$ cat config.mk
export PLATFORM = sky130hd
export DESIGN_NAME = ucfg_top
export DESIGN_NICKNAME = d
export VERILOG_FILES = /design/src/rtl/ucfg_pkg.sv /design/src/rtl/ucfg_brk_if.sv /design/src/rtl/ucfg_brk_det.sv /design/src/rtl/ucfg_top.sv
export SDC_FILE = /design/constraint.sdc
export NUM_CORES = 1
export LEC_CHECK = 0
export BUFFER_PORTS_ARGS = -buffer_cell sky130_fd_sc_hd__buf_2
export CORE_MARGIN = 2
export CORE_UTILIZATION = 45
export CTS_CLUSTER_DIAMETER = 80
export CTS_CLUSTER_SIZE = 40
export DETAILED_ROUTE_END_ITERATION = 8
export PLACE_DENSITY = 0.78
export SKIP_CTS_REPAIR_TIMING = 1
export SYNTH_ARGS = -nofsm -noshare
export SYNTH_HDL_FRONTEND = slang
export SYNTH_SLANG_ARGS = --single-unit
export TNS_END_PERCENT = 5
$ cat constraint.sdc
create_clock -name CLK_I -period 5.2 [get_ports CLK_I]
set_clock_uncertainty 0.2 [all_clocks]
set_input_delay 1.04 -clock CLK_I [delete_from_list [all_inputs] [get_ports CLK_I]]
set_output_delay 1.04 -clock CLK_I [all_outputs]
set_load 0.01 [all_outputs]
$ cat src/rtl/ucfg_pkg.sv
package ucfg_pkg;

  // readback bit layout of the low control fields; bits 7, 2 and 1 read as zero
  localparam int CFG_W             = 9;
  localparam int POS_LAST_CLK      = 8;
  localparam int POS_BRK_IRQ_EN    = 6;
  localparam int POS_BRK_LEN       = 5;
  localparam int POS_ADDR_WIDTH    = 4;
  localparam int POS_IGNORE_SEL    = 3;
  localparam int POS_SLAVE_EN      = 0;

  // word length encodings on WORD_LEN_I
  localparam logic [1:0] WLEN_8    = 2'h0;
  localparam logic [1:0] WLEN_9    = 2'h1;
  localparam logic [1:0] WLEN_7    = 2'h2;

  localparam logic [3:0] BITS_7    = 4'h7;
  localparam logic [3:0] BITS_8    = 4'h8;
  localparam logic [3:0] BITS_9    = 4'h9;

  // break detector thresholds in bit times
  localparam logic [3:0] BRK_THR_SHORT = 4'hA;
  localparam logic [3:0] BRK_THR_LONG  = 4'hB;

  // address compare masks
  localparam logic [7:0] AMASK_4   = 8'h0F;
  localparam logic [7:0] AMASK_6   = 8'h3F;
  localparam logic [7:0] AMASK_7   = 8'h7F;
  localparam logic [7:0] AMASK_8   = 8'hFF;

  localparam logic [15:0] HALF_DIV_DEFAULT = 16'h0008;

  typedef enum logic {UCFG_IDLE, UCFG_SHIFT} ucfg_tx_e;

  function automatic logic [3:0] ucfg_word_bits(input logic [1:0] len);
    if (len == WLEN_7)
      return BITS_7;
    else if (len == WLEN_9)
      return BITS_9;
    else
      return BITS_8;
  endfunction

  function automatic logic [7:0] ucfg_addr_mask(input logic [1:0] len, input logic addr7);
    if (len == WLEN_7)
      return AMASK_6;
    else if (len == WLEN_9)
      return AMASK_8;
    else if (addr7)
      return AMASK_7;
    else
      return AMASK_4;
  endfunction

endpackage

$ cat src/rtl/ucfg_brk_if.sv
`timescale 1ns/1ps
interface ucfg_brk_if;
  logic tick;
  logic rx_level;
  logic long_break;
  logic brk_pulse;

  modport owner    (output tick, output rx_level, output long_break, input brk_pulse);
  modport detector (input tick, input rx_level, input long_break, output brk_pulse);
endinterface

$ cat src/rtl/ucfg_brk_det.sv
`timescale 1ns/1ps
module ucfg_brk_det
  import ucfg_pkg::*;
(
  input  wire logic       clk_i,
  input  wire logic       srst_i,
  ucfg_brk_if.detector    det
);

  typedef struct packed {
    logic [3:0] cnt;
    logic       fired;
    logic       pulse;
  } ucfg_det_s;

  ucfg_det_s  st;
  ucfg_det_s  next_st;
  logic [3:0] thr;

  assign thr           = det.long_break ? BRK_THR_LONG : BRK_THR_SHORT;
  assign det.brk_pulse = st.pulse;

  always_comb
  begin
    next_st       = st;
    next_st.pulse = 1'b0;
    if (det.tick)
    begin
      if (det.rx_level)
      begin
        next_st.cnt   = 4'h0;
        next_st.fired = 1'b0;
      end
      else if (!st.fired)
      begin
        next_st.cnt = st.cnt + 4'h1;
        // one pulse per low stretch, however long it lasts
        if (st.cnt + 4'h1 == thr)
        begin
          next_st.pulse = 1'b1;
          next_st.fired = 1'b1;
        end
      end
    end
  end

  always_ff @(posedge clk_i)
  begin
    if (srst_i)
      st <= '0;
    else
      st <= next_st;
  end
endmodule // ucfg_brk_det

$ cat src/rtl/ucfg_top.sv
`timescale 1ns/1ps
// Contract
// - last bit clock pulse follows its field
// - last bit is 7th, 8th or 9th
// - locked fields written only while unit disabled
// - break flag raises interrupt when enabled
// - break length selects 10 or 11 bits
// - address width selects 4 or 7 bits
// - 7/9-bit words match 6/8-bit address
// - ignore-select forces an enabled slave always selected
// - otherwise selection follows select pin
// - slave enable turns slave operation on
// - unsupported features hold their bits zero
// - clock idles at programmed polarity level
module ucfg_top
  import ucfg_pkg::*;
#(
  parameter bit          SYNC_SUPPORT      = 1'b1,
  parameter bit          LIN_SUPPORT       = 1'b1,
  parameter bit          SPI_SLAVE_SUPPORT = 1'b1,
  parameter logic [15:0] HALF_DIV          = HALF_DIV_DEFAULT
)
(
  input  wire logic              CLK_I,
  input  wire logic              SRST_I,
  input  wire logic              UNIT_ENABLE_I,
  input  wire logic              CFG_WRITE_I,
  input  wire logic              CFG_LAST_CLOCK_PULSE_OUT_I,
  input  wire logic              CFG_BREAK_IRQ_ENABLE_I,
  input  wire logic              CFG_BREAK_DETECT_LENGTH_I,
  input  wire logic              CFG_ADDRESS_WIDTH_SELECT_I,
  input  wire logic              CFG_IGNORE_SELECT_PIN_I,
  input  wire logic              CFG_SYNC_SLAVE_ENABLE_I,
  input  wire logic              CFG_CLOCK_IDLE_LEVEL_I,
  input  wire logic [1:0]        WORD_LEN_I,
  input  wire logic              TX_START_I,
  input  wire logic [8:0]        TX_DATA_I,
  input  wire logic              RXD_I,
  input  wire logic              SLAVE_SELECT_N_I,
  input  wire logic              BREAK_CLEAR_I,
  input  wire logic              OTHER_IRQ_I,
  input  wire logic [7:0]        NODE_ADDR_I,
  input  wire logic [8:0]        RX_WORD_I,
  input  wire logic              RX_WORD_VALID_I,
  output logic [CFG_W-1:0]       CFG_READBACK_O,
  output logic                   TX_BUSY_O,
  output logic                   TXD_O,
  output logic                   SCLK_O,
  output logic                   BREAK_DETECTED_FLAG_O,
  output logic                   IRQ_O,
  output logic                   ADDR_MATCH_O,
  output logic                   SLAVE_SELECTED_O,
  output logic                   SYNC_SLAVE_ACTIVE_O
);

  typedef struct packed {
    logic last_clock_pulse_out;
    logic break_irq_enable;
    logic break_detect_length;
    logic address_width_select;
    logic ignore_select_pin;
    logic sync_slave_enable;
    logic clock_idle_level;
  } ucfg_cfg_s;

  typedef struct packed {
    ucfg_cfg_s  cfg;
    ucfg_tx_e   tx_state;
    logic [8:0] shreg;
    logic [3:0] bits_left;
    logic       half;
    logic [15:0] div;
    logic       rx_phase;
    logic       sclk;
    logic       txd;
    logic       rx_s1;
    logic       rx_s2;
    logic       ss_s1;
    logic       ss_s2;
    logic       brk_flag;
    logic       match;
  } ucfg_state_s;

  ucfg_state_s st;
  ucfg_state_s next_st;
  logic        half_tick;
  logic        last_bit;
  logic        start_ok;
  logic [7:0]  amask;

  ucfg_brk_if brk ();

  ucfg_brk_det u_brk_det (
    .clk_i  (CLK_I),
    .srst_i (SRST_I),
    .det    (brk.detector)
  );

  assign half_tick      = (st.div == HALF_DIV - 16'h0001);
  assign last_bit       = (st.bits_left == 4'h1);
  assign start_ok       = TX_START_I && UNIT_ENABLE_I && SYNC_SUPPORT
                          && !st.cfg.sync_slave_enable && (st.tx_state == UCFG_IDLE);
  assign amask          = ucfg_addr_mask(WORD_LEN_I, st.cfg.address_width_select);

  // rx sampled once per bit time, on every second half tick
  assign brk.tick       = half_tick && st.rx_phase;
  assign brk.rx_level   = st.rx_s2;
  assign brk.long_break = st.cfg.break_detect_length;

  always_comb
  begin
    next_st       = st;
    next_st.rx_s1 = RXD_I;
    next_st.rx_s2 = st.rx_s1;
    next_st.ss_s1 = SLAVE_SELECT_N_I;
    next_st.ss_s2 = st.ss_s1;

    // configuration; the locked fields need the unit disabled
    if (CFG_WRITE_I)
    begin
      next_st.cfg.break_irq_enable  = CFG_BREAK_IRQ_ENABLE_I && LIN_SUPPORT;
      next_st.cfg.ignore_select_pin = CFG_IGNORE_SELECT_PIN_I && SPI_SLAVE_SUPPORT;
      next_st.cfg.sync_slave_enable = CFG_SYNC_SLAVE_ENABLE_I && SPI_SLAVE_SUPPORT;
      if (!UNIT_ENABLE_I)
      begin
        next_st.cfg.last_clock_pulse_out = CFG_LAST_CLOCK_PULSE_OUT_I && SYNC_SUPPORT;
        next_st.cfg.break_detect_length  = CFG_BREAK_DETECT_LENGTH_I && LIN_SUPPORT;
        next_st.cfg.address_width_select = CFG_ADDRESS_WIDTH_SELECT_I;
        next_st.cfg.clock_idle_level     = CFG_CLOCK_IDLE_LEVEL_I && SYNC_SUPPORT;
      end
    end

    // free-running divider, realigned on each start so bit timing is exact
    if (half_tick || start_ok)
      next_st.div = 16'h0000;
    else
      next_st.div = st.div + 16'h0001;
    if (half_tick)
      next_st.rx_phase = !st.rx_phase;

    case (st.tx_state)
      UCFG_IDLE:
      begin
        next_st.sclk = st.cfg.clock_idle_level;
        next_st.txd  = 1'b1;
        if (start_ok)
        begin
          next_st.tx_state  = UCFG_SHIFT;
          next_st.shreg     = TX_DATA_I >> 1;
          next_st.txd       = TX_DATA_I[0];
          next_st.bits_left = ucfg_word_bits(WORD_LEN_I);
          next_st.half      = 1'b0;
        end
      end
      UCFG_SHIFT:
      begin
        if (half_tick)
        begin
          if (!st.half)
          begin
            next_st.half = 1'b1;
            // the last bit may be sent with its clock pulse withheld
            if (last_bit && !st.cfg.last_clock_pulse_out)
              next_st.sclk = st.cfg.clock_idle_level;
            else
              next_st.sclk = !st.cfg.clock_idle_level;
          end
          else
          begin
            next_st.half = 1'b0;
            next_st.sclk = st.cfg.clock_idle_level;
            if (last_bit)
            begin
              next_st.tx_state = UCFG_IDLE;
              next_st.txd      = 1'b1;
            end
            else
            begin
              next_st.bits_left = st.bits_left - 4'h1;
              next_st.txd       = st.shreg[0];
              next_st.shreg     = st.shreg >> 1;
            end
          end
        end
      end
      default:
        next_st.tx_state = UCFG_IDLE;
    endcase

    // new break beats a clear in the same cycle
    if (brk.brk_pulse && LIN_SUPPORT)
      next_st.brk_flag = 1'b1;
    else if (BREAK_CLEAR_I)
      next_st.brk_flag = 1'b0;

    if (RX_WORD_VALID_I)
      next_st.match = ((RX_WORD_I[7:0] ^ NODE_ADDR_I) & amask) == 8'h00;
  end

  always_ff @(posedge CLK_I)
  begin
    if (SRST_I)
    begin
      st       <= '0;
      st.sclk  <= 1'b0;
      st.txd   <= 1'b1;
      st.rx_s1 <= 1'b1;
      st.rx_s2 <= 1'b1;
      st.ss_s1 <= 1'b1;
      st.ss_s2 <= 1'b1;
    end
    else
      st <= next_st;
  end

  always_comb
  begin
    CFG_READBACK_O                 = '0;
    CFG_READBACK_O[POS_LAST_CLK]   = st.cfg.last_clock_pulse_out;
    CFG_READBACK_O[POS_BRK_IRQ_EN] = st.cfg.break_irq_enable;
    CFG_READBACK_O[POS_BRK_LEN]    = st.cfg.break_detect_length;
    CFG_READBACK_O[POS_ADDR_WIDTH] = st.cfg.address_width_select;
    CFG_READBACK_O[POS_IGNORE_SEL] = st.cfg.ignore_select_pin;
    CFG_READBACK_O[POS_SLAVE_EN]   = st.cfg.sync_slave_enable;
  end

  assign TX_BUSY_O             = (st.tx_state == UCFG_SHIFT);
  assign TXD_O                 = st.txd;
  assign SCLK_O                = st.sclk;
  assign BREAK_DETECTED_FLAG_O = st.brk_flag;
  assign IRQ_O                 = (st.brk_flag && st.cfg.break_irq_enable)
                                 || OTHER_IRQ_I;
  assign ADDR_MATCH_O          = st.match;
  assign SYNC_SLAVE_ACTIVE_O   = st.cfg.sync_slave_enable;
  assign SLAVE_SELECTED_O      = st.cfg.sync_slave_enable
                                 && (st.cfg.ignore_select_pin || !st.ss_s2);
endmodule // ucfg_top

=== After elaboration in Yosys (flattened, before gate mapping) ===
Index checks and enable logic that the tools add are counted.

* Register bits: 53

* Bitwise gates (word level): 5
* Add/sub/neg operators: 3
* Reduce and logical (&&, ||, !) cells: 24
* Muxes and demuxes: 25
* Equality and inequality tests: 10

{| class="wikitable"
|+ Operators by type and width
! operator !! number
|-
| 15-bit 2-to-1 mux || 2
|-
| 15-bit one-hot mux with 2 select lines || 1
|-
| 16-bit by 1-bit adder with 16-bit output, second input constant || 1
|-
| 16-bit by 3-bit equality test with 1-bit output, second input constant || 1
|-
| 8-bit 2-to-1 mux || 2
|-
| 14-bit 2-to-1 mux || 1
|-
| 13-bit 2-to-1 mux || 1
|-
| 1-bit 2-to-1 mux || 11
|-
| 8-bit bitwise AND || 1
|-
| 8-bit logical NOT || 1
|-
| 2-bit != test, second input constant || 4
|-
| 2-bit AND reduction || 4
|-
| 8-bit bitwise XOR || 1
|-
| 1-bit logical AND || 7
|-
| 7-bit 2-to-1 mux || 1
|-
| 6-bit 2-to-1 mux || 1
|-
| 1-bit logical NOT || 5
|-
| 5-bit 2-to-1 mux || 1
|-
| 4-bit by 1-bit adder with 4-bit output, second input constant || 1
|-
| 4-bit by 1-bit equality test with 1-bit output, second input constant || 1
|-
| 4-bit equality test || 1
|-
| 2-bit 2-to-1 mux || 2
|-
| 4-bit 2-to-1 mux || 1
|-
| 2-bit one-hot mux with 2 select lines || 1
|-
| 10 further kinds || 14
|}

=== Logic depth before layout (Yosys ltp) ===
Gate-level depths: netlist of the first run.

* Depth in word-level cells: 6
* Depth in mapped cells: 7

=== Modules after synthesis ===
From an unflattened synthesis of the first run, not the netlist that was laid out.

* Cell total of the unflattened synthesis: 289
* Area total of the unflattened synthesis: 2595.0 um^2

{| class="wikitable"
|+ Modules (own cells, without submodules)
! module !! sequential area each (um^2) !! cells each !! area an instance (um^2) !! times used
|-
| ucfg_top || 920.9 || 257 || 2312.2 || 1
|-
| ucfg_brk_det || 120.1 || 32 || 282.8 || 1
|}

=== Least setup slack after synthesis of the first run ===
No wires, ideal clock.

* Path type: input -> register
* Start point: input port TX_START_I
* End point: register st[36] in the netlist's numbering
* Arrival time: 2.416 ns
* Path slack: 2.514 ns
* Stages: 5
* Path buffers: 1
* Library setup time: 0.070 ns
* Path through: nor4bb_1 > clkbuf_8 > a211oi_1 > a311o_2 > a21oi_1

* Longest elaborated chain between the ends: 5

{| class="wikitable"
|+ RTL lines
! element !! RTL line !! source
|-
| start: declaration || ucfg_top.sv:36 || <nowiki>input wire logic TX_START_I,</nowiki>
|-
| 1-bit logical AND || ucfg_top.sv:101 || <nowiki>assign start_ok = TX_START_I && UNIT_ENABLE_I && SYNC_SUPPORT</nowiki>
|-
| 1-bit logical AND (2 in series) || ucfg_top.sv:102 || <nowiki>&& !st.cfg.sync_slave_enable && (st.tx_state == UCFG_IDLE);</nowiki>
|-
| 2-bit != test (no line) || - ||
|-
| 4-bit AND reduction (no line) || - ||
|-
| end signal: assignment || ucfg_top.sv:213 || <nowiki>st <= next_st;</nowiki>
|-
| end: declaration || ucfg_top.sv:84 || <nowiki>ucfg_state_s st;</nowiki>
|}

No other way between the ends.
A chain may end at the register's enable or synchronous reset.

=== Worst setup path after layout of the first run ===
* Start point: register st[9] in the netlist's numbering
* End point: register st[32] in the netlist's numbering

* Longest elaborated chain between the ends: 3

{| class="wikitable"
|+ RTL lines
! element !! RTL line !! source
|-
| 16-bit by 3-bit equality test with 1-bit output || ucfg_top.sv:99 || <nowiki>assign half_tick = (st.div == HALF_DIV - 16'h0001);</nowiki>
|-
| 2-bit by 1-bit != test with 1-bit output (no line) || - ||
|-
| 4-bit AND reduction (no line) || - ||
|}

No other way between the ends.

==> results.cfg, run 1 <==
[placement]
placedCellCount = 429
port-buffer-count = 57
dpl.hpwl_mm = 4.31
place.gp.congestion = 0.803

[worst_hold_path]
worstHoldPathCells = 1
min_from = next_st[4]
hold_path.class = reg2reg

[run]
max_cap_viol_count = 0

[setup_path]
required_ns = 5.18
critPathKind = reg2reg
max_stage_delay_ns = 0.80
cp.arrival_ns = 2.78
crit_chain = ha_1 -> or4b_1 -> or4_1 -> a21oi_4 -> a21oi_1
crit_path_top_delay_cell = or4_1
startpoint = st[9]
cp.buffers_inverters = 0
r2r-start = st[9]
setup.worst_path.start_class = flip-flop
cp_top_family = simple AND/OR/NAND/NOR gates
crit_cells = 5
r2r_cells = 5
crit_path_max_fanout = 16
worst_setup_path_end_kind = flip-flop

[sta]
max-slew-margin-rel_pct = 54.2
fin_crit_sh_pct = 53.8
worst_pin_slew_ns = 0.687
tns_ns = 0
hold_violations = 0
setup_violations = 0
period_needed_ns = 2.80
rsz0062_at_grt = no
final_max_slew_viol_count = 0
fmax_ghz = 0.358

[finish]
n_antenna_cell = 0
instances_no_fill = 437
drive_gt1_share_pct = 23.9
areaGrowthSynthToFinish_pct = 8.13
nets = 410
post-route-util_pct = 50.1
most-common-layout-cells = buf_2, dfxtp_1, nor2_1
final_common_cell = buf_2

[grt]
grt_pass1_vias = 2284
grt_pass1_wl_mm = 10.5
grt_usage_pct = 17.5
overflow = 0
antenna_found_initial = 0
grt_start_max_net_pins = 39

[synthesis]
ys.flop_type = dfxtp_1
synth-edff-count = 0
synthCells = 321
yosysUniqueCellTypes = 56
ys_seq_area_share_pct = 35.6
ys_async_sr_fraction_pct = 0
syn_area_sq_um = 2930
yosysWarnings = 0
synth-seq-cells = 52
avgSynthCellArea_sq_um = 9.11

[clocking]
clock_sinks = 52
clockBufferDepth = 2
cts_root_buf = clkbuf_8
cts_htree_levels = 2
cts_buffers = 5
cts_tree = built
path_clk_slew_ns = 0.09
clkLatencyLatePin_ns = 0.31

[floorplanning]
core_sq_um = 6310
die_area_sq_um = 7160
die_width_microns = 84.6
core.rowCount = 29
io-pin-count = 62
die_y_microns = 84.6
start_util_pct = 46.3

[detailed_routing]
drtAntennaViolNets = 0
num_vias = 2464
wire_per_inst_microns = 14.2
drc = 0
via_per_inst = 5.64
dr.pass1.iters = 4
totalWireLength_mm = 6.21
drt_first_iter_violations = 202

[run_status]
outcome = finished, final reports clean

[power]
finalPower_mw = 0.841
power_density_nw_per_um2 = 266
p_leak_nw = 1.21
ir_drop_uv = 118
## metrics by stage
stage / hold WS [ns] / cell area, sq um / worst slack, ns
after CTS: 0.222 / 3160 / 2.41
after floorplan: 0.189 / 2930 / 2.51
after detailed placement: 0.197 / 3070 / 2.41
after global placement: 0.192 / 3070 / 2.42
after global routing: 0.244 / 3160 / 2.25
final: 0.218 / 3160 / 2.40
## path summary, 6_finish.rpt
kind                                      to  slack [ns]
worst max register to register        st[32]        2.40
worst max-delay path                  st[32]        2.40
worst min register to register  brk.rx_level        0.22
worst min-delay path            brk.rx_level        0.22
## per-layer routing
metal  GRT usage [%]  routed length (microns)  share of wire (%)  vias to the layer above
li1                -                        -                  -                     1231
met1            23.2                     2860                 46                     1151
met2            28.7                     2860                 46                       74
met3            4.23                      425                6.8                        8
met4            4.33                       72                1.2                        0
met5               0                        0                  0                        -
## layout make-up
class,instances,area (sq um)
sequential,52,1040
tap,77,96.3
clock buffer,6,72.6
inverter,20,75.1
clock inverter,2,16.3
fill,601,3150
multi-input combinational,221,1560
timing repair buffer,59,300
## cells in the mapped netlist (6+ instances only)
library cell | count | area [sq um]
dfxtp_1 | 52 | 1040
nor2_1 | 26 | 97.6
inv_1 | 20 | 75.1
a21oi_1 | 18 | 90.1
a211oi_1 | 15 | 113
nand2_1 | 14 | 52.6
xnor2_1 | 12 | 105
xor2_1 | 12 | 105
buf_4 | 10 | 75.1
clkbuf_8 | 9 | 124
nand3_1 | 9 | 45.0
mux2i_1 | 8 | 80.1
nand4_1 | 7 | 43.8
a32oi_1 | 6 | 52.6
clkbuf_1 | 6 | 22.5
ha_1 | 6 | 75.1
nor4_1 | 6 | 37.5
## sequential cells by signal (all words and copies together), names as in the netlist
register / cells
TXD_O: 1
u_brk_det.det.brk_pulse: 1
SCLK_O: 1
brk.rx_level: 1
brk.long_break: 1
st: 32
u_brk_det.st: 5
CFG_READBACK_O: 4
SYNC_SLAVE_ACTIVE_O: 1
TX_BUSY_O: 1
next_st: 2
ADDR_MATCH_O: 1
BREAK_DETECTED_FLAG_O: 1
## worst register-to-register path, stage by stage, from the launching register on
cell and delay, ns:
dfxtp_1 0.38, ha_1 0.24, or4b_1 0.47, or4_1 0.80, a21oi_4 0.47, a21oi_1 0.12
## power breakdown
group / switching [mW] / internal [mW] / leakage [nW]
Sequential: 0.0172 / 0.422 / 0.424
Clock: 0.138 / 0.0961 / 0.0414
Combinational: 0.0925 / 0.0763 / 0.742
Total: 0.248 / 0.594 / 1.21
## cell families (layout without fill, tap and decap cells)
group	count (synthesis)	after routing	synth area share (%)
and+or+nand+nor	102	102	19.5
AOI/OAI and AO/OA	78	78	20.5
DFF	52	52	35.6
buffers and inverters	50	87	11.8
xor gates and xnor gates	24	24	7.19
muxes	8	8	2.74
adders and majority gates	6	6	2.57
other	1	3	0.128
No activity file was read; power rests on OpenSTA's default activity.
==> run 2: changes to the inputs <==
==> constraint.sdc (replaced) <==
create_clock -name CLK_I -period 2.7 [get_ports CLK_I]
set_clock_uncertainty 0.2 [all_clocks]
set_input_delay 0.54 -clock CLK_I [delete_from_list [all_inputs] [get_ports CLK_I]]
set_output_delay 0.54 -clock CLK_I [all_outputs]
set_load 0.01 [all_outputs]
==> run 2 against run 1 <==
  * Wire length increased by 1.6%
  * Total power increased by 120%
  * Clock power increased to 2.7 times the previous value
  * Non-clock buffer count increased by 9
  * Critical path depth increased by 1
  * Critical path type unchanged
  * Largest power group unchanged
==> results.cfg, run 2 (synthesis gave the netlist of run 1 again) <==
[clocking]
clock_sinks = 52
path_clk_slew_ns = 0.10
cts_root_buf = clkbuf_8
cts_htree_levels = 2
clockBufferDepth = 2
cts_buffers = 5
cts_tree = built
clkLatencyLatePin_ns = 0.30

[sta]
fmax_ghz = 0.387
rsz0062_at_grt = no
fin_crit_sh_pct = 95.6
final_max_slew_viol_count = 0
setup_violations = 0
tns_ns = 0
max-slew-margin-rel_pct = 55.7
period_needed_ns = 2.58
worst_pin_slew_ns = 0.665
hold_violations = 0

[finish]
areaGrowthSynthToFinish_pct = 12.5
fillerInstances = 589
drive_gt1_share_pct = 26.0
post-route-util_pct = 52.1
multi_input_area_sq_um = 1560
final_common_cell = buf_2
nets = 419
n_antenna_cell = 0
most-common-layout-cells = buf_2, dfxtp_1, nor2_1
seq_area_sq_um = 1040
largest_reg_flops = 32
largest-register = st

[setup_path]
r2r-start = st[9]
cp_top_family = simple AND/OR/NAND/NOR gates
cp.buffers_inverters = 1
crit_path_top_delay_cell = or4_1
critPathKind = reg2reg
cp.arrival_ns = 2.62
max_stage_delay_ns = 0.50
required_ns = 2.73
r2r_cells = 6
r2r_slack_ns = 0.12
crit_path_max_fanout = 16
setup.worst_path.start_class = flip-flop
crit_chain = ha_1 -> or4b_1 -> or4_1 -> buf_4 -> a311o_2 -> a21oi_1
worst_setup_path_end_kind = flip-flop
r2r-end = st[31]

[grt]
grt_usage_pct = 17.6
grt_pass1_wl_mm = 10.7
antenna_found_initial = 0
grt_pass1_vias = 2427
grt_start_max_net_pins = 39
overflow = 0

[detailed_routing]
drtAntennaViolNets = 0
drc = 0
totalWireLength_mm = 6.31
via_per_inst = 5.60
num_vias = 2498
drt_first_iter_violations = 147
wire_per_inst_microns = 14.1
dr.pass1.iters = 4

[run]
max_cap_viol_count = 0

[floorplanning]
io-pin-count = 62
core_sq_um = 6310
core.rowCount = 29
start_util_pct = 46.3
die_area_sq_um = 7160
die_y_microns = 84.6
die_width_microns = 84.6

[run_status]
outcome = finished, final reports clean

[power]
power_density_nw_per_um2 = 557
ir_drop_uv = 437
p_leak_nw = 1.28

[worst_hold_path]
holdPathEnd = next_st[4]
worstHoldPathCells = 2
hold_path.class = in2reg
min_from = RXD_I

[placement]
place.gp.congestion = 0.834
port-buffer-count = 57
dpl.hpwl_mm = 4.47
==> run 2: cell types whose count changed in the layout (fill, tap and decap cells not counted), sizes merged <==
cell and delta:
buf +9, bufinv +2, clkbuf -1, clkinv -1
clkinvlp -1, inv +1
==> run 2: report_power, final <==
group | switching, mW | total [mW] | internal, mW
clock | 0.265 | 0.638 | 0.373
sequential | 0.0355 | 0.847 | 0.812
combinational | 0.181 | 0.348 | 0.167
==> run 2: worst max path at each step <==
stage                   to  slack [ns]  cells past startpoint  start
floorplan           st[33]        0.26                      7  st[9]
global placement    st[32]        0.16                      6  st[9]
detailed placement  st[31]        0.12                      6  st[9]
CTS                 st[31]        0.09                      6  st[9]
global route        st[30]       0.005                      6  st[9]
finish              st[31]        0.12                      6  st[9]
==> run 2: per-layer routing <==
layer	share of wire (%)	routed length, microns	global-route usage (%)	vias up
met2	48	3040	29.3	81
met3	6.6	418	4.42	4
met4	0.84	53	5.48	0
li1	-	-	-	1254
met1	44	2800	22.5	1159
met5	0	0	0	-
==> run 2: worst reg2reg max path: cells and delay by family, from the launching register on <==
family / cells / cell delay [ns]
simple gates: 2 / 0.99
flops: 1 / 0.38
buf+inv: 1 / 0.21
fa+ha+maj: 1 / 0.23
compound gates: 2 / 0.50
==> run 2: cell type report <==
type                            instances  share of cell area, %
Clock buffer                            5                   2.09
Multi-Input combinational cell        221                   47.4
Inverter                               20                   2.28
Clock inverter                          3                   2.09
Timing Repair Buffer                   68                   11.6
Tap cell                               77                   2.93
Sequential cell                        52                   31.6
==> run 2: per-stage QoR <==
stage	total power, mW	worst slack [ns]	hold slack (ns)	instances	instance area [sq um]
floorplan	1.12	0.260	0.189	323	2930
global placement	1.18	0.160	0.192	437	3130
detailed placement	1.20	0.125	0.193	437	3130
CTS	1.83	0.0923	0.208	445	3270
global route	1.92	0.00513	0.212	446	3290
finish	1.83	0.119	0.212	446	3290
